===== src/verilog/ppc_pkg.sv =====
// shared constants for the port pin control block
package ppc_pkg;
    localparam int PPC_CLK_MHZ = 100;
    localparam int PPC_NPORTS = 8;
    localparam int PPC_ADDR_W = 4;
    // deglitch window, accepted between 1 us and 5 us
    localparam int PPC_DGL_NS = 2000;
    localparam int PPC_DGL_CYC = (PPC_DGL_NS * PPC_CLK_MHZ) / 1000;
    // current sense glitch filter
    localparam int PPC_SEN_NS = 2000;
    localparam int PPC_SEN_CYC = (PPC_SEN_NS * PPC_CLK_MHZ) / 1000;
    // fast overload must act within 1 us
    localparam int PPC_FAST_NS = 1000;
    localparam int PPC_FAST_CYC = (PPC_FAST_NS * PPC_CLK_MHZ) / 1000;
    // detect backoff
    localparam int PPC_BACKOFF_MS = 400;
    localparam int PPC_BACKOFF_CYC = PPC_BACKOFF_MS * PPC_CLK_MHZ * 1000;
    // pulse code: gap that ends a code word
    localparam int PPC_GAP_NS = 20000;
    localparam int PPC_GAP_CYC = (PPC_GAP_NS * PPC_CLK_MHZ) / 1000;
    // power-on reset stretch
    localparam int PPC_POR_CYC = 16;
    localparam int PPC_CODE_W = 3;
    localparam int PPC_CNT_W = 26;
    localparam logic [1:0] PPC_PROBE_OFF = 2'h0;
    localparam logic [1:0] PPC_PROBE_LO = 2'h1;
    localparam logic [1:0] PPC_PROBE_HI = 2'h2;
    typedef enum {
        PPC_IDLE, PPC_BACKOFF, PPC_PROBE1, PPC_PROBE2, PPC_CLASS, PPC_ON
    } ppc_port_st_t;
endpackage

===== src/verilog/ppc_pin_ctrl.sv =====
// pin-level control for an eight-port power sourcing controller
`timescale 1ns/1ps
module ppc_pin_ctrl #(
    parameter int BACKOFF_CYC = ppc_pkg::PPC_BACKOFF_CYC
) (
    // clock and reset
    input wire logic core_clk_in,
    input wire logic sys_rst_in,
    // external pins
    input wire logic reset_n_in,
    input wire logic fast_port_shutdown_in,
    input wire logic [ppc_pkg::PPC_ADDR_W-1:0] bus_addr_select_in,
    input wire logic serial_data_in,
    input wire logic serial_data_drive_low_in,
    // supply and analog comparator results
    input wire logic supply_ok_in,
    input wire logic [ppc_pkg::PPC_NPORTS-1:0] port_volt_high_in,
    input wire logic [ppc_pkg::PPC_NPORTS-1:0] detect_valid_in,
    input wire logic [ppc_pkg::PPC_NPORTS-1:0] port_current_sense_in,
    input wire logic [ppc_pkg::PPC_NPORTS-1:0] fast_overload_in,
    input wire logic [ppc_pkg::PPC_NPORTS-1:0] ovc_timeout_in,
    // core requests
    input wire logic [ppc_pkg::PPC_NPORTS-1:0] port_enable_in,
    input wire logic [ppc_pkg::PPC_NPORTS-1:0] manual_off_in,
    input wire logic [ppc_pkg::PPC_NPORTS*3-1:0] port_prio_in,
    input wire logic [ppc_pkg::PPC_NPORTS-1:0] int_flags_in,
    // port outputs
    output logic [ppc_pkg::PPC_NPORTS-1:0] fet_gate_drive_out,
    output logic [ppc_pkg::PPC_NPORTS-1:0] discharge_load_out,
    output logic [ppc_pkg::PPC_NPORTS-1:0] bleed_res_en_out,
    output logic [ppc_pkg::PPC_NPORTS*2-1:0] probe_level_out,
    output logic [ppc_pkg::PPC_NPORTS-1:0] class_en_out,
    output logic [ppc_pkg::PPC_NPORTS-1:0] foldback_sense_out,
    // host-facing outputs
    output logic int_oe_n_out,
    output logic serial_data_oe_n_out,
    output logic serial_data_rx_out,
    output logic [ppc_pkg::PPC_ADDR_W-1:0] bus_addr_out,
    output logic core_rst_out
);
    import ppc_pkg::*;

    localparam int NP = PPC_NPORTS;

    typedef struct packed {
        logic [PPC_POR_CYC-1:0] por_sh;
        logic [1:0] rst_sync;
        logic [1:0] oss_sync;
        logic [7:0] rst_cnt;
        logic [7:0] oss_cnt;
        logic rst_filt;
        logic oss_filt;
        logic [PPC_CODE_W:0] pulse_cnt;
        logic [11:0] gap_cnt;
        logic [NP-1:0] shut_mask;
        logic [NP-1:0][PPC_CNT_W-1:0] tmr;
        logic [NP-1:0][2:0] st;
        logic [NP-1:0][7:0] sen_cnt;
        logic [NP-1:0] gate;
        logic [NP-1:0] dis;
        logic [NP-1:0] bleed;
        logic [NP-1:0][1:0] probe;
        logic [NP-1:0] cls;
        logic [NP-1:0] fold;
        logic int_oe_n;
        logic sda_oe_n;
        logic sda_rx;
        logic [PPC_ADDR_W-1:0] addr;
        logic core_rst;
    } ppc_state_t;

    ppc_state_t s_q, s_d;

    // filter step: count goes up while the input differs from the filtered level, clears when they match
    function automatic logic [7:0] ppc_filt_step(input logic lvl,
            input logic cur, input logic [7:0] cnt);
        ppc_filt_step = (lvl == cur) ? 8'h00 : cnt + 8'h01;
    endfunction

    logic por_active;
    logic hard_rst;
    logic [NP-1:0] kill;
    assign por_active = ~s_q.por_sh[PPC_POR_CYC-1];
    assign hard_rst = por_active | ~s_q.rst_filt;

    always_comb begin
        s_d = s_q;
        kill = '0;
        // internal power-on stretch independent of the reset pin
        s_d.por_sh = {s_q.por_sh[PPC_POR_CYC-2:0], 1'b1};
        // two-stage synchronisers ahead of the filters
        s_d.rst_sync = {s_q.rst_sync[0], reset_n_in};
        s_d.oss_sync = {s_q.oss_sync[0], fast_port_shutdown_in};
        // level must persist a full window before it is accepted
        s_d.rst_cnt = ppc_filt_step(s_q.rst_sync[1], s_q.rst_filt,
            s_q.rst_cnt);
        if (s_q.rst_cnt == 8'(PPC_DGL_CYC - 1)) begin
            s_d.rst_filt = s_q.rst_sync[1];
            s_d.rst_cnt = 8'h00;
        end
        // shutdown pin gets the same window as the reset pin
        s_d.oss_cnt = ppc_filt_step(s_q.oss_sync[1], s_q.oss_filt,
            s_q.oss_cnt);
        if (s_q.oss_cnt == 8'(PPC_DGL_CYC - 1)) begin
            s_d.oss_filt = s_q.oss_sync[1];
            s_d.oss_cnt = 8'h00;
        end
        // dropping the enable clears a shutdown; a code ending now still wins
        s_d.shut_mask = s_q.shut_mask & port_enable_in;
        // count rising shutdown pulses; a quiet gap ends the code
        if (s_d.oss_filt && !s_q.oss_filt) begin
            s_d.pulse_cnt = s_q.pulse_cnt + 4'h1;
            s_d.gap_cnt = '0;
        end else if (s_q.pulse_cnt != '0) begin
            s_d.gap_cnt = s_q.gap_cnt + 12'h001;
            if (s_q.gap_cnt == 12'(PPC_GAP_CYC - 1)) begin
                // n pulses shut every port whose priority is >= 8-n
                for (int i = 0; i < NP; i++) begin
                    if ({1'b0, port_prio_in[i*3 +: 3]} >=
                            4'(8) - s_q.pulse_cnt) begin
                        s_d.shut_mask[i] = 1'b1;
                    end
                end
                s_d.pulse_cnt = '0;
                s_d.gap_cnt = '0;
            end
        end
        for (int i = 0; i < NP; i++) begin
            // shutdown and manual off share the port reset path
            kill[i] = !supply_ok_in || ovc_timeout_in[i] || manual_off_in[i]
                || s_q.shut_mask[i] || !port_enable_in[i];
            // current sense glitch filter for foldback
            s_d.sen_cnt[i] = ppc_filt_step(port_current_sense_in[i],
                s_q.fold[i], s_q.sen_cnt[i]);
            if (s_q.sen_cnt[i] == 8'(PPC_SEN_CYC - 1)) begin
                s_d.fold[i] = port_current_sense_in[i];
                s_d.sen_cnt[i] = 8'h00;
            end
            s_d.tmr[i] = s_q.tmr[i] + 26'h1;
            s_d.dis[i] = 1'b0;
            s_d.probe[i] = PPC_PROBE_OFF;
            s_d.cls[i] = 1'b0;
            case (ppc_port_st_t'(s_q.st[i]))
                PPC_IDLE: begin
                    s_d.tmr[i] = '0;
                    if (!kill[i]) begin
                        s_d.st[i] = port_volt_high_in[i] ? 3'(PPC_BACKOFF)
                            : 3'(PPC_PROBE1);
                    end
                end
                PPC_BACKOFF: begin
                    // discharge load during backoff
                    s_d.dis[i] = 1'b1;
                    if (s_q.tmr[i] >= 26'(BACKOFF_CYC - 1)) begin
                        s_d.st[i] = 3'(PPC_PROBE1);
                        s_d.tmr[i] = '0;
                    end
                end
                PPC_PROBE1: begin
                    // first probe current level
                    s_d.probe[i] = PPC_PROBE_LO;
                    if (s_q.tmr[i] >= 26'(PPC_GAP_CYC - 1)) begin
                        s_d.st[i] = 3'(PPC_PROBE2);
                        s_d.tmr[i] = '0;
                    end
                end
                PPC_PROBE2: begin
                    s_d.probe[i] = PPC_PROBE_HI;
                    if (s_q.tmr[i] >= 26'(PPC_GAP_CYC - 1)) begin
                        // invalid signature never reaches power
                        s_d.st[i] = detect_valid_in[i] ? 3'(PPC_CLASS)
                            : 3'(PPC_IDLE);
                        s_d.tmr[i] = '0;
                    end
                end
                PPC_CLASS: begin
                    // per-port, so many ports classify at once
                    s_d.cls[i] = 1'b1;
                    if (s_q.tmr[i] >= 26'(PPC_GAP_CYC - 1)) begin
                        s_d.st[i] = 3'(PPC_ON);
                    end
                end
                PPC_ON: s_d.tmr[i] = '0;
                default: s_d.st[i] = 3'(PPC_IDLE);
            endcase
            if (kill[i]) begin
                s_d.st[i] = 3'(PPC_IDLE);
            end
            // registered off within 1 us of overload
            s_d.gate[i] = (ppc_port_st_t'(s_d.st[i]) == PPC_ON)
                && !fast_overload_in[i] && !kill[i];
            if (fast_overload_in[i]) begin
                s_d.st[i] = 3'(PPC_IDLE);
            end
            // bleed resistor off only while detecting or on
            s_d.bleed[i] = !(s_d.st[i] == 3'(PPC_PROBE1) ||
                s_d.st[i] == 3'(PPC_PROBE2) || s_d.st[i] == 3'(PPC_ON));
        end
        // open drain interrupt pulls low while any flag is set
        s_d.int_oe_n = ~|int_flags_in;
        // separate rx and open-drain tx lines
        s_d.sda_oe_n = ~serial_data_drive_low_in;
        s_d.sda_rx = serial_data_in;
        // address straps; open pins read high via pull-ups
        s_d.addr = bus_addr_select_in;
        s_d.core_rst = hard_rst;
        if (hard_rst) begin
            // ports off and state back to power-up
            s_d.st = '0;
            s_d.tmr = '0;
            s_d.gate = '0;
            s_d.dis = '0;
            s_d.bleed = '1;
            s_d.probe = '0;
            s_d.cls = '0;
            s_d.shut_mask = '0;
            s_d.pulse_cnt = '0;
            s_d.gap_cnt = '0;
            s_d.sda_oe_n = 1'b1;
        end
    end

    always_ff @(posedge core_clk_in) begin
        if (sys_rst_in) begin
            s_q <= '0;
            s_q.rst_sync <= 2'h3;
            s_q.rst_filt <= 1'b1;
            s_q.bleed <= '1;
            s_q.int_oe_n <= 1'b1;
            s_q.sda_oe_n <= 1'b1;
            s_q.sda_rx <= 1'b1;
            s_q.core_rst <= 1'b1;
        end else begin
            s_q <= s_d;
        end
    end

    assign fet_gate_drive_out = s_q.gate;
    assign discharge_load_out = s_q.dis;
    assign bleed_res_en_out = s_q.bleed;
    assign probe_level_out = s_q.probe;
    assign class_en_out = s_q.cls;
    assign foldback_sense_out = s_q.fold;
    assign int_oe_n_out = s_q.int_oe_n;
    assign serial_data_oe_n_out = s_q.sda_oe_n;
    assign serial_data_rx_out = s_q.sda_rx;
    assign bus_addr_out = s_q.addr;
    assign core_rst_out = s_q.core_rst;

    a_gate_kill: assert property (@(posedge core_clk_in)
        disable iff (sys_rst_in)
        (!supply_ok_in || ovc_timeout_in != '0) |=>
        (fet_gate_drive_out & $past(ovc_timeout_in)) == '0 &&
        ($past(supply_ok_in) || fet_gate_drive_out == '0))
        else $error("gate on after supply loss or timeout");
    a_gate_manual: assert property (@(posedge core_clk_in)
        disable iff (sys_rst_in)
        manual_off_in[0] |=> !fet_gate_drive_out[0])
        else $error("gate on while manually off");
    a_fast_off: assert property (@(posedge core_clk_in)
        disable iff (sys_rst_in)
        fast_overload_in[0] |-> ##[1:2] !fet_gate_drive_out[0])
        else $error("fast overload not acted on");
    a_int_pin: assert property (@(posedge core_clk_in)
        disable iff (sys_rst_in)
        ##1 int_oe_n_out == !$past(|int_flags_in))
        else $error("interrupt pin wrong");
    a_bleed_rule: assert property (@(posedge core_clk_in)
        disable iff (sys_rst_in)
        fet_gate_drive_out[0] |-> !bleed_res_en_out[0])
        else $error("bleed resistor on while port on");
    a_rst_ports: assert property (@(posedge core_clk_in)
        disable iff (sys_rst_in)
        core_rst_out |-> fet_gate_drive_out == '0)
        else $error("ports on during reset");
    // the filtered level may only move after a full quiet window
    a_rst_glitch: assert property (@(posedge core_clk_in)
        disable iff (sys_rst_in)
        $changed(s_q.rst_filt) |->
        $past(s_q.rst_cnt) == 8'(PPC_DGL_CYC - 1))
        else $error("reset glitch passed filter");
    a_probe_gate: assert property (@(posedge core_clk_in)
        disable iff (sys_rst_in)
        $rose(fet_gate_drive_out[0]) |-> $past(class_en_out[0], 2)
        || $past(class_en_out[0], 1))
        else $error("port powered without discovery");
    a_discharge: assert property (@(posedge core_clk_in)
        disable iff (sys_rst_in)
        discharge_load_out[0] |-> !fet_gate_drive_out[0] &&
        probe_level_out[1:0] == PPC_PROBE_OFF)
        else $error("discharge overlaps probing");
endmodule


===== config.mk =====
export PLATFORM = sky130hd
export DESIGN_NAME = ppc_pin_ctrl
export DESIGN_NICKNAME = d
export VERILOG_FILES = /design/src/verilog/ppc_pkg.sv /design/src/verilog/ppc_pin_ctrl.sv
export SDC_FILE = /design/constraint.sdc
export NUM_CORES = 1
export LEC_CHECK = 0
export BUFFER_PORTS_ARGS = -buffer_cell sky130_fd_sc_hd__buf_2
export CAP_MARGIN = 20
export CORE_MARGIN = 3
export CORE_UTILIZATION = 45
export DETAILED_ROUTE_END_ITERATION = 16
export PLACE_DENSITY = 0.68
export RECOVER_POWER = 25
export SETUP_SLACK_MARGIN = 0.02
export SLEW_MARGIN = 10
export SYNTH_ARGS = -nofsm -noshare
export SYNTH_HDL_FRONTEND = slang
export SYNTH_SLANG_ARGS = --single-unit

===== constraint.sdc =====
create_clock -name core_clk_in -period 2.4 [get_ports core_clk_in]
set_clock_uncertainty 0.2 [all_clocks]
set_input_delay 0.12 -clock core_clk_in [delete_from_list [all_inputs] [get_ports core_clk_in]]
set_output_delay 0.12 -clock core_clk_in [all_outputs]
set_load 0.005 [all_outputs]

======== After elaboration in Yosys (flattened, before gate mapping) ========
Cells that the tools add are included.
Widths: inputs -> output; s select.
word-level totals
  register bits after elaboration ......... 422
  input port bits ......................... 99
  output and inout bits ................... 64
  word-level logic and storage cells ...... 510
cells by class
  $add $sub $neg .......................... 21
  magnitude comparators ................... 24
  equality and inequality tests ........... 93
  muxes and demuxes ....................... 166
  bitwise logic cells ..................... 5
  reduce and logical (&&, ||, !) cells .... 141
operators by type and width
  kind                   count
  $pmux 26 s3            8
  $mux 26                16
  $mux 407               1
  $mux 256               1
  $add 26x1->26 const B  8
  $ge 26x11->1 const B   8
  $ge 26x26->1 const B   8
  $mux 3                 56
  $mux 8                 21
  $pmux 3 s6             8
  $eq 3x2->1 const B     32
  $eq 3x3->1 const B     32
  $add 8x1->8 const B    10
  $eq 8x8->1 const B     10
  $logic_or 1x1->1       48
  $mux 24                2
  $mux 48                1
  $logic_not 1->1        35
  $mux 1                 35
  $reduce_or 2->1        17
  $reduce_or 3->1        11
  $ge 3x4->1             8
  $pmux 2 s2             8
  $eq 3x1->1 const B     8
  16 further kinds       58

======== Longest topological paths before layout ========
Gate-level depths: netlist (run 1).
  depth in word-level cells ............... 13
  depth in mapped cells ................... 9
  depth with buffers taken out ............ 8

======== Least setup slack after synthesis (run 1) ========
No wires, ideal clock.
  path kind ............................... register to register
  start ................................... reg s_q[380] (netlist bit)
  end ..................................... reg s_q[378] (netlist bit)
  arrival time ............................ 1.974 ns
  required time ........................... 2.086 ns
  setup slack ............................. 0.111 ns
  stages on the path, launching flop included .. 10
  path buffers ............................ 1
  clock period less this slack ............ 2.289 ns
  cell sequence ........................... dfxtp_1 > inv_1 > ha_1 > or3b_2 > and3_1 > clkbuf_1 > and4_1 > nand4_1 > xor2_1 > nor2_1
on the way
  word-level cells in the longest chain between the ends .. 1
ends and longest elaborated chain
  what               line                 text
  from (decl)        ppc_pin_ctrl.sv:72   ppc_state_t s_q, s_d;
  $reduce_bool 4->1  ppc_pin_ctrl.sv:114  end else if (s_q.pulse_cnt != '0) begin
Every way passes these cells.
A chain may end at the register's enable or synchronous reset.

======== Worst setup path after layout (run 1) ========
  start ................................... reg s_q[190] (netlist bit)
  end ..................................... reg s_q, in the netlist bleed_res_en_out[1]
on the way
  word-level cells in the longest chain between the ends .. 9
  elaborated cells on any way between the ends .. 15
  those cells by class .................... order compare: 2; eq/ne: 3; mux: 7; reduce/logical: 3
ends and longest elaborated chain
  what                                          line                                      text
  $ge 26x11->1 or $ge 26x26->1 (tied branches)  --
  $mux 3, on equally long branches              --
  $pmux 3 s6 (*)                                ppc_pin_ctrl.sv:143                       case (ppc_port_st_t'(s_q.st[i]))
  $mux 3 (*)                                    ppc_pin_ctrl.sv:186                       if (kill[i]) begin
  $mux 3 (*)                                    ppc_pin_ctrl.sv:192                       if (fast_overload_in[i]) begin
  $eq 3x2->1, on equally long branches          ppc_pin_ctrl.sv:196, ppc_pin_ctrl.sv:197
  $logic_or 1x1->1                              ppc_pin_ctrl.sv:196                       s_d.bleed[i] = !(s_d.st[i] == 3'(PPC_PROBE1) ||
  $logic_or 1x1->1 (*)                          ppc_pin_ctrl.sv:197                       s_d.st[i] == 3'(PPC_PROBE2) || s_d.st[i] == 3'(PPC_ON));
  $logic_not 1->1 (*)                           ppc_pin_ctrl.sv:196
Every way passes the cells marked *; elsewhere a longest branch is shown, timed or not.

==> results of run 1 <==
## power groups by stage
stage | Combinational, uW | Clock [uW] | Sequential [uW]
after floorplan | 119 | 0 | 7200
after global placement | 232 | 0 | 7200
after detailed placement | 238 | 0 | 7200
after CTS | 353 | 7570 | 7040
after global routing | 399 | 7830 | 7040
final | 359 | 7330 | 7040
## state kept, by name, indices dropped and copies added (netlist names)
signal	count
bleed_res_en_out	8
bus_addr_out	4
class_en_out	8
core_rst_out	1
discharge_load_out	8
fet_gate_drive_out	8
foldback_sense_out	8
int_oe_n_out	1
probe_level_out	16
s_d	17
s_q	341
serial_data_oe_n_out	1
serial_data_rx_out	1
## stage by stage
stage	TNS [ns]	setup slack, ns	area (um2)
finish	0	0.104	23400
global route	0	0.0105	23400
CTS	0	0.0447	23300
detailed placement	-0.575	-0.139	20700
global placement	-0.175	-0.0880	20700
floorplan	0	0.111	19400
## repair_timing
| item | CTS | global route |
|---|---|---|
| resized for setup | 2 | 29 |
| hold buffers | 99 | 0 |
| endpoints found under the setup margin | 15 | 163 |
| setup buffers | 0 | 2 |
| pin swaps | 0 | 5 |
| hold endpoints to repair | 151 | 0 |
## area by class of cell
cell class	count	area [um2]	share of cell area
tap	577	722	0.0309
antenna	1	2.50	0.000107
clock inverter	21	300	0.0129
inverter	67	251	0.0108
timing repair buffer	325	2330	0.0995
multi-input combinational	1570	10000	0.429
sequential	422	8450	0.362
clock buffer	62	1280	0.0549
## final timing paths
check | cells after the start | from | to | slack, ns
setup / recovery | 6 | s_q[190] | bleed_res_en_out[1] | 0.10
hold / removal | 3 | serial_data_drive_low_in | serial_data_oe_n_out | 0.07
setup reg to reg | 6 | s_q[190] | bleed_res_en_out[1] | 0.10
hold reg to reg | 1 | s_d[405] | s_q[405] | 0.22
## cells by family (layout without fill, tap and decap cells)
family / count (synthesis) / in the layout
AOI/OAI and AO/OA: 175 / 175
xor gates and xnor gates: 278 / 278
adders and majority gates: 45 / 45
buffers and inverters: 201 / 475
DFF: 422 / 422
muxes: 12 / 12
other: 0 / 1
and+or+nand+nor: 1060 / 1060
## per-layer routing
layer	global-route usage	wire, um	vias to the layer above
li1	-	-	7924
met3	0.0369	2020	95
met2	0.316	20200	299
met4	0.0766	1470	4
met5	0	26	-
met1	0.222	18800	7298
## tightest hold or removal path, cell delays in order
cell           delay, ns
dlygate4sd3_1       0.52
buf_2               0.09
nand2_1             0.05
## layout by cell type, fill, tap and decap left out, types with 17 or more instances in the layout
cell type,netlist,layout
nand2b_1,24,23
nand3_1,128,126
nor3_1,85,85
or2_2,17,17
nand4_1,62,62
nor2_4,17,17
and3_1,71,69
o21ai_0,33,32
buf_4,63,53
a21oi_1,34,33
nor2_1,366,366
xnor2_1,121,121
clkbuf_1,44,61
nand2_1,119,119
buf_2,15,113
inv_1,66,66
nor4_1,23,21
nor2b_1,38,38
and4_1,21,21
dfxtp_1,422,422
dlygate4sd3_1,0,99
xor2_1,157,157
clkbuf_16,0,47
ha_1,45,44
==> impl_metrics.csv, run 1 <==
group,metric,value,unit
status,status,"completed",
detailed_routing,routed_wl,42.6,mm
logic_synthesis,synth_cells,2193,
worst_setup_path,worstPathCellList,"or4_1, nor4_2, nand3_2, mux2i_1, a2111oi_4, a211oi_2",
detailed_routing,firstDrtPassIters,5,
place,portBuffers,162,
floorplanning,start_util,0.459,
logic_synthesis,syn_area,19400,um2
detailed_routing,drc,0,
worst_setup_path,cp.required,2.62,ns
layout,utilization,0.552,
timing,worst_slew_pin_slew,0.622,ns
place,place_congestion,0.855,
logic_synthesis,yosysWarnings,0,
global_routing,grt-ovfl-total,0,
timing,maxSlewViolCount,0,
logic_synthesis,synth_top_cell_by_area,"dfxtp_1",
detailed_routing,ant_nets,0,
floorplanning,die_x,214,um
layout,drive_above_1_share,0.141,
global_routing,antenna_found_initial,3,
layout,area_growth,20.3,%
worst_setup_path,critical-path-max-stage-delay,0.58,ns
power,combPwrFrac,0.024,
detailed_routing,drt_iter0_markers,999,
logic_synthesis,synthTopCellsByArea,"dfxtp_1 43%, xor2_1 7.1%, nor2_1 7.1%",
power,power.switching,2980,uW
logic_synthesis,yosysMostFrequentCell,"dfxtp_1",
logic_synthesis,synth-main-ff-cell,"dfxtp_1",
logic_synthesis,avgSynthCellArea,8.86,um2
timing,timing_hold_violations_final,0,
job,maxCapViolations,0,
power,internal-power,11800,uW
power,pwr_density_cell,631,nW/um2
worst_setup_path,crit_family,"simple AND/OR/NAND/NOR gates",
timing,finalCriticalPeriod,2.30,ns
logic_synthesis,ys_seq_area_frac,0.435,
place,dp.cells,2860,
clocking,clkTransAtPathRegs,0.06,ns
hold_path,hp-class,"in -> reg",
timing,relSlewSlack,0.579,
clocking,cts_buffers,46,
detailed_routing,wl_per_cell,14.0,um
logic_synthesis,yosysUniqueCellTypes,99,
clocking,clock_latency,0.57,ns
power,ir_worst_vdd,0.554,mV
global_routing,grt_usage,0.183,
logic_synthesis,synthXorXnorAreaFrac,0.125,
clocking,cts_root_buf,"clkbuf_16",
logic_synthesis,synth_common_cells,"422 x dfxtp_1, 366 x nor2_1, 157 x xor2_1",
logic_synthesis,synth_mux_area_frac,0.00618,
timing,rsz0062_at_grt,"yes",
logic_synthesis,synth_seq_cells,422,
clocking,tritoncts,"yes",
timing,fmax,436,MHz
timing,holdWs,0.0698,ns
global_routing,grt_pass1_wl,70.0,mm
logic_synthesis,synth-async-reset-ratio,0,
floorplanning,die-area,45700,um2
floorplanning,die_y,214,um
power,p_total,14700,uW
floorplanning,rows,75,
worst_setup_path,path_buf_inv,0,
worst_setup_path,end_kind,"register",
power,power_frac_seq,0.478,
logic_synthesis,synth_top_family_by_area,"simple AND/OR/NAND/NOR gates",
worst_setup_path,start_kind,"register",
worst_setup_path,cp_max_fo,6,
logic_synthesis,synth_edf_count,0,
worst_setup_path,cp_slowest_cell,"or4_1",
logic_synthesis,synth-compound-area-share,0.0659,
timing,post-route-period-util,0.956,
worst_setup_path,criticalPathCategory,"reg -> reg",
global_routing,grt_max_degree,59,
logic_synthesis,yosys.area_share.adder,0.0290,
detailed_routing,dr_total_vias,15620,
layout,layoutNonFillerInstCount,3045,
clocking,clk_path_buf_depth,3,
power,p_leak,0.00834,uW
floorplanning,ios,163,
power,clockPowerShare,0.498,
layout,fin_nets,2576,
detailed_routing,post_drt_via_cell_ratio,5.13,
timing,finalSetupViolCount,0,
logic_synthesis,syn-num-nets,2337,
logic_synthesis,synth_top_area_frac,0.435,
layout,fill_cells,3741,
clocking,cts.sinks,422,
logic_synthesis,synthSimpleGateAreaFrac,0.282,
power,p_sw_frac,0.202,
worst_setup_path,cp.arrival,2.52,ns
place,dp_hpwl,28.9,mm
global_routing,first_global_vias,15311,
floorplanning,core-area,42300,um2
clocking,htreeDepth,2,
Power figures use the tool's default switching activity.
==> inputs of run 2 (changes only) <==
--- a/config.mk
+++ b/config.mk
@@ -5,12 +5,13 @@
 export SDC_FILE = /design/constraint.sdc
 export NUM_CORES = 1
 export LEC_CHECK = 0
+export ABC_CLOCK_PERIOD_IN_PS = 2200
 export BUFFER_PORTS_ARGS = -buffer_cell sky130_fd_sc_hd__buf_2
 export CAP_MARGIN = 20
 export CORE_MARGIN = 3
 export CORE_UTILIZATION = 45
 export DETAILED_ROUTE_END_ITERATION = 16
-export PLACE_DENSITY = 0.68
+export PLACE_DENSITY = 0.66
 export RECOVER_POWER = 25
 export SETUP_SLACK_MARGIN = 0.02
 export SLEW_MARGIN = 10
==> constraint.sdc (replaced) <==
create_clock -name core_clk_in -period 2.2 [get_ports core_clk_in]
set_clock_uncertainty 0.2 [all_clocks]
set_input_delay 0.11 -clock core_clk_in [delete_from_list [all_inputs] [get_ports core_clk_in]]
set_output_delay 0.11 -clock core_clk_in [all_outputs]
set_load 0.005 [all_outputs]
==> impl_metrics.csv, run 2 (synthesis gave the netlist of run 1 again) <==
group,metric,value,unit
power,pwr_density_cell,631,nW/um2
timing,timing_hold_violations_final,0,
worst_setup_path,end_kind,"register",
layout,drive_above_1_share,0.225,
power,ir_worst_vdd,0.661,mV
timing,relSlewSlack,0.556,
worst_setup_path,criticalPathCategory,"reg -> reg",
layout,top_register,"s_q",
worst_setup_path,critical-path-max-stage-delay,0.36,ns
place,portBuffers,162,
worst_setup_path,reg2reg_depth,8,
worst_setup_path,cp_slowest_cell,"dfxtp_2",
detailed_routing,drt_iter0_markers,846,
detailed_routing,dr_total_vias,16024,
place,dp.cells,2920,
detailed_routing,ant_nets,0,
timing,rsz0062_at_grt,"yes",
timing,finalCriticalPeriod,2.29,ns
power,internal-power,12400,uW
timing,maxSlewViolCount,0,
worst_setup_path,worstReg2RegStart,"s_q[179]",
global_routing,grt_pass1_wl,70.7,mm
hold_path,hp-start,"serial_data_drive_low_in",
layout,layoutNonFillerInstCount,3125,
global_routing,antenna_found_initial,4,
power,p_leak,0.00884,uW
detailed_routing,drc,0,
power,power.switching,3260,uW
layout,utilization,0.586,
global_routing,grt_max_degree,35,
floorplanning,die-area,45700,um2
global_routing,grt-ovfl-total,0,
detailed_routing,routed_wl,44.8,mm
worst_setup_path,cp_max_fo,7,
floorplanning,rows,75,
floorplanning,die_x,214,um
power,p_total,15600,uW
layout,layout_common_cells,"400 x dfxtp_1, 315 x nor2_1, 157 x xor2_1",
clocking,tritoncts,"yes",
detailed_routing,post_drt_via_cell_ratio,5.13,
worst_setup_path,start_kind,"register",
clocking,cts.sinks,422,
power,p_sw_frac,0.208,
hold_path,whs_path_depth,3,
layout,largest_reg_flops,341,
worst_setup_path,path_buf_inv,1,
worst_setup_path,crit_family,"compound AO/OA/AOI/OAI gates",
detailed_routing,wl_per_cell,14.3,um
clocking,clkTransAtPathRegs,0.06,ns
status,status,"finished, violations left",
floorplanning,die_y,214,um
floorplanning,ios,163,
timing,worst_slew_pin_slew,0.665,ns
timing,fmax,437,MHz
worst_setup_path,r2r_end,"s_q[192]",
job,maxCapViolations,0,
hold_path,hold_path_end,"serial_data_oe_n_out",
place,place_congestion,0.848,
clocking,cts_root_buf,"clkbuf_16",
layout,area_growth,27.6,%
floorplanning,start_util,0.459,
worst_setup_path,r2r_slack,-0.09,ns
clocking,htreeDepth,2,
global_routing,grt_usage,0.185,
worst_setup_path,cp.required,2.44,ns
clocking,cts_buffers,47,
timing,setup_tns,-1.93,ns
global_routing,first_global_vias,15269,
timing,post-route-period-util,1.04,
place,dp_hpwl,29.5,mm
worst_setup_path,worstPathCellList,"ha_4, and3_4, a41o_1, a31oi_2, a211oi_2, a2bb2oi_4, clkbuf_16, nor2_2",
clocking,clock_latency,0.57,ns
status,violations,"setup timing",
timing,finalSetupViolCount,48,
clocking,clk_path_buf_depth,3,
timing,fin_ws,-0.0877,ns
place,pre_cts_ws,-0.237,ns
layout,fin_nets,2658,
detailed_routing,firstDrtPassIters,5,
worst_setup_path,critPathLaunch,"s_q[179]",
worst_setup_path,cp.arrival,2.53,ns
worst_setup_path,cp.depth,8,
power,clockPowerShare,0.483,
layout,final_common_cell,"dfxtp_1",
power,combPwrFrac,0.026,
hold_path,hp-class,"in -> reg",
floorplanning,core-area,42300,um2
power,power_frac_seq,0.491,
run 2: changes by cell type in the layout (fill, tap and decap cells not counted), sizes merged:
cell,previous run,this run
buf,175,261
bufinv,7,2
clkbuf,113,119
clkinv,9,12
clkinvlp,5,3
dlygate4sd3,99,90
o21ai,39,40
run 2: metal layers:
metal,vias to the layer above,GRT usage,part of all wire
met5,-,0,0.00076
met4,6,0.0770,0.038
met3,105,0.0323,0.046
met2,327,0.316,0.48
met1,7499,0.232,0.44
li1,8087,-,-
run 2: worst reg2reg max path: cells and delay by family (launching register included):
| kind | cells | cell delay [ns] |
|---|---|---|
| AO/OA/AOI/OAI | 4 | 1.00 |
| adder cells (fa/ha/maj) | 1 | 0.14 |
| buffers and inverters | 1 | 0.25 |
| flip-flops | 1 | 0.36 |
| AND/OR/NAND/NOR | 2 | 0.24 |
run 2: what timing repair did:
action / in CTS / in global routing
setup endpoints to repair: 107 / 223
gates cloned: 2 / 6
buffers inserted: 10 / 15
hold buffers: 91 / 0
gates resized for setup: 45 / 191
hold endpoints to repair: 146 / 0
pin swaps: 19 / 77
run 2: area by class of cell:
type / count / area, um2
fill: 3630 / 17500
multi-input combinational: 1571 / 10800
sequential: 422 / 8480
timing repair buffer: 405 / 3040
clock buffer: 65 / 1340
tap: 577 / 722
inverter: 67 / 251
clock inverter: 17 / 146
antenna: 1 / 2.50
run 2: per-stage QoR:
step | hold WS (ns) | instance area [um2]
2_1_floorplan | -0.0281 | 19400
3_5_place_dp | 0.0786 | 21100
3_3_place_gp | 0.0701 | 21100
5_1_grt | 0.0682 | 24800
4_1_cts | 0.00459 | 23800
6_report | 0.0785 | 24800
run 2: power by group through the flow:
stage | Sequential (uW) | Combinational, uW | Clock, uW
floorplan | 7850 | 130 | 0
global placement | 7850 | 264 | 0
detailed placement | 7850 | 269 | 0
CTS | 7680 | 398 | 7800
global route | 7680 | 447 | 8120
finish | 7680 | 404 | 7560
run 2: how the worst max path moves through the flow:
stage | end | slack (ns)
after floorplan | s_q[196] | 0.001
after detailed placement | s_q[213] | -0.24
final | s_q[192] | -0.09
after global routing | s_q[192] | -0.18
after global placement | s_q[364] | -0.18
after CTS | s_q[217] | -0.11
==> inputs of run 3 (changes only) <==
--- a/config.mk
+++ b/config.mk
@@ -6,12 +6,12 @@
 export NUM_CORES = 1
 export LEC_CHECK = 0
 export ABC_CLOCK_PERIOD_IN_PS = 2200
-export BUFFER_PORTS_ARGS = -buffer_cell sky130_fd_sc_hd__buf_2
-export CAP_MARGIN = 20
+export CAP_MARGIN = 10
 export CORE_MARGIN = 3
 export CORE_UTILIZATION = 45
 export DETAILED_ROUTE_END_ITERATION = 16
-export PLACE_DENSITY = 0.66
+export DONT_BUFFER_PORTS = 1
+export PLACE_DENSITY = 0.63
 export RECOVER_POWER = 25
 export SETUP_SLACK_MARGIN = 0.02
 export SLEW_MARGIN = 10
==> impl_metrics.csv, run 3 (synthesis gave the netlist of run 1 again) <==
group,metric,value,unit
layout,layout_common_cells,"401 x dfxtp_1, 329 x nor2_1, 156 x xor2_1",
floorplanning,ios,163,
clocking,cts_root_buf,"clkbuf_16",
timing,rsz0062_at_grt,"yes",
hold_path,hp-start,"bus_addr_select_in[1]",
detailed_routing,drt_iter0_markers,956,
worst_setup_path,cp.arrival,2.48,ns
worst_setup_path,end_kind,"register",
layout,seq_area,8470,um2
hold_path,hp-class,"in -> reg",
worst_setup_path,reg2reg_depth,9,
worst_setup_path,cp_slowest_cell,"or4_4",
layout,multi_input_area,10700,um2
status,status,"finished, violations left",
job,maxCapViolations,0,
timing,worst_slew_pin_slew,0.972,ns
global_routing,antenna_found_initial,9,
worst_setup_path,r2r_slack,-0.02,ns
timing,finalSetupViolCount,4,
clocking,cts_buffers,47,
timing,timing_hold_violations_final,0,
layout,utilization,0.574,
floorplanning,die_x,214,um
layout,largest_reg_flops,341,
clocking,clk_path_buf_depth,3,
power,ir_worst_vdd,0.655,mV
detailed_routing,drc,0,
timing,post-route-period-util,1.01,
power,p_total,16200,uW
global_routing,grt-ovfl-total,0,
timing,finalCriticalPeriod,2.22,ns
layout,fill_cells,3603,
timing,fin_ws,-0.0155,ns
detailed_routing,ant_nets,0,
place,portBuffers,0,
clocking,tritoncts,"yes",
floorplanning,die_y,214,um
floorplanning,start_util,0.459,
global_routing,grt_pass1_wl,72.1,mm
detailed_routing,post_drt_via_cell_ratio,5.18,
place,placement.cell_area,20500,um2
layout,final_common_cell,"dfxtp_1",
detailed_routing,wl_per_cell,14.7,um
hold_path,hold_path_end,"bus_addr_out[1]",
worst_setup_path,r2r_end,"s_q[365]",
clocking,clkTransAtPathRegs,0.06,ns
clocking,cts.sinks,422,
worst_setup_path,cp_max_fo,8,
layout,top_register,"s_q",
floorplanning,core-area,42300,um2
global_routing,grt_usage,0.188,
worst_setup_path,start_kind,"register",
power,pwr_density_cell,666,nW/um2
worst_setup_path,worstReg2RegStart,"s_q[386]",
detailed_routing,routed_wl,44.2,mm
place,place_congestion,0.835,
layout,fin_nets,2527,
clocking,clock_latency,0.59,ns
detailed_routing,firstDrtPassIters,5,
layout,area_growth,25.0,%
floorplanning,die-area,45700,um2
layout,drive_above_1_share,0.192,
worst_setup_path,worstPathCellList,"ha_4, nand4_1, or4_4, nor3b_4, buf_6, nor4b_4, buf_6, o21ai_1, a21oi_1",
clocking,htreeDepth,2,
global_routing,first_global_vias,15033,
layout,design_area,24300,um2
worst_setup_path,criticalPathCategory,"reg -> reg",
worst_setup_path,crit_top_cell,"buf_6",
place,dp_hpwl,29.2,mm
detailed_routing,dr_total_vias,15567,
power,p_leak,0.00848,uW
timing,fmax,451,MHz
hold_path,whs_path_depth,2,
floorplanning,rows,75,
timing,relSlewSlack,0.352,
global_routing,grt_max_degree,45,
timing,maxSlewViolCount,0,
worst_setup_path,cp.required,2.47,ns
worst_setup_path,critical-path-max-stage-delay,0.46,ns
status,violations,"setup timing",
[run 3: cell count changes in the layout (fill, tap and decap cells not counted), moves of 5 or more]
cell | previous run | this run
nor2_4 | 57 | 39
dlygate4sd3_1 | 90 | 99
buf_4 | 126 | 146
buf_2 | 115 | 1
clkbuf_8 | 10 | 15
clkbuf_1 | 56 | 13
diode_2 | 1 | 8
nor2_1 | 315 | 329
clkinv_2 | 11 | 3
[run 3: cell type report]
type	count	area share
Antenna cell	8	0.000824
Clock buffer	73	0.0586
Clock inverter	13	0.00871
Inverter	67	0.0104
Multi-Input combinational cell	1571	0.439
Sequential cell	422	0.349
Tap cell	577	0.0297
Timing Repair Buffer	274	0.104
[run 3: repair_timing]
item	4_1_cts	5_1_grt
endpoints found under the setup margin	92	237
pin swaps	28	53
gates cloned	3	5
hold buffers	99	2
buffers inserted	8	15
hold endpoints to repair	176	20
resized for setup	67	141
[run 3: power breakdown]
| part | switching [uW] | internal, uW |
|---|---|---|
| sequential | 16.2 | 7670 |
| clock | 3200 | 4940 |
| combinational | 142 | 186 |
| total | 3360 | 12800 |
[run 3: worst max-delay path: cells and delay by family (launching register included)]
kind	cells	cell delay, ns
adder cells (fa/ha/maj)	1	0.14
AO/OA/AOI/OAI	2	0.17
flip-flops	1	0.36
AND/OR/NAND/NOR	4	0.91
buffers and inverters	2	0.33
[run 3: layer usage]
| layer | up-vias | GRT usage | routed length, um | part of all wire |
|---|---|---|---|---|
| met5 | - | 0 | 29 | 0.00066 |
| li1 | 7857 | - | - | - |
| met1 | 7359 | 0.246 | 20200 | 0.46 |
| met4 | 4 | 0.0583 | 1020 | 0.023 |
| met3 | 67 | 0.0426 | 2150 | 0.049 |
| met2 | 280 | 0.310 | 20800 | 0.47 |
[run 3: worst max path at each step]
stage	slack [ns]	start	endpoint
after floorplan	0.001	s_q[178]	s_q[196]
after global placement	-0.17	s_q[368]	s_q[360]
after detailed placement	-0.17	s_q[376]	s_q[361]
after CTS	-0.08	s_q[204]	s_q[227]
after global routing	-0.11	s_q[386]	s_q[361]
final	-0.02	s_q[386]	s_q[365]
[run 3: stage by stage]
| stage | TNS, ns | std cells | hold WS (ns) | worst slack (ns) |
|---|---|---|---|---|
| finish | -0.0402 | 3005 | 0.0403 | -0.0155 |
| global route | -2.78 | 3002 | 0.0247 | -0.114 |
| CTS | -1.57 | 2976 | 0.00526 | -0.0778 |
| detailed placement | -5.63 | 2780 | -0.0229 | -0.175 |
| global placement | -3.49 | 2780 | -0.0270 | -0.171 |
| floorplan | 0 | 2193 | -0.0281 | 0.00143 |
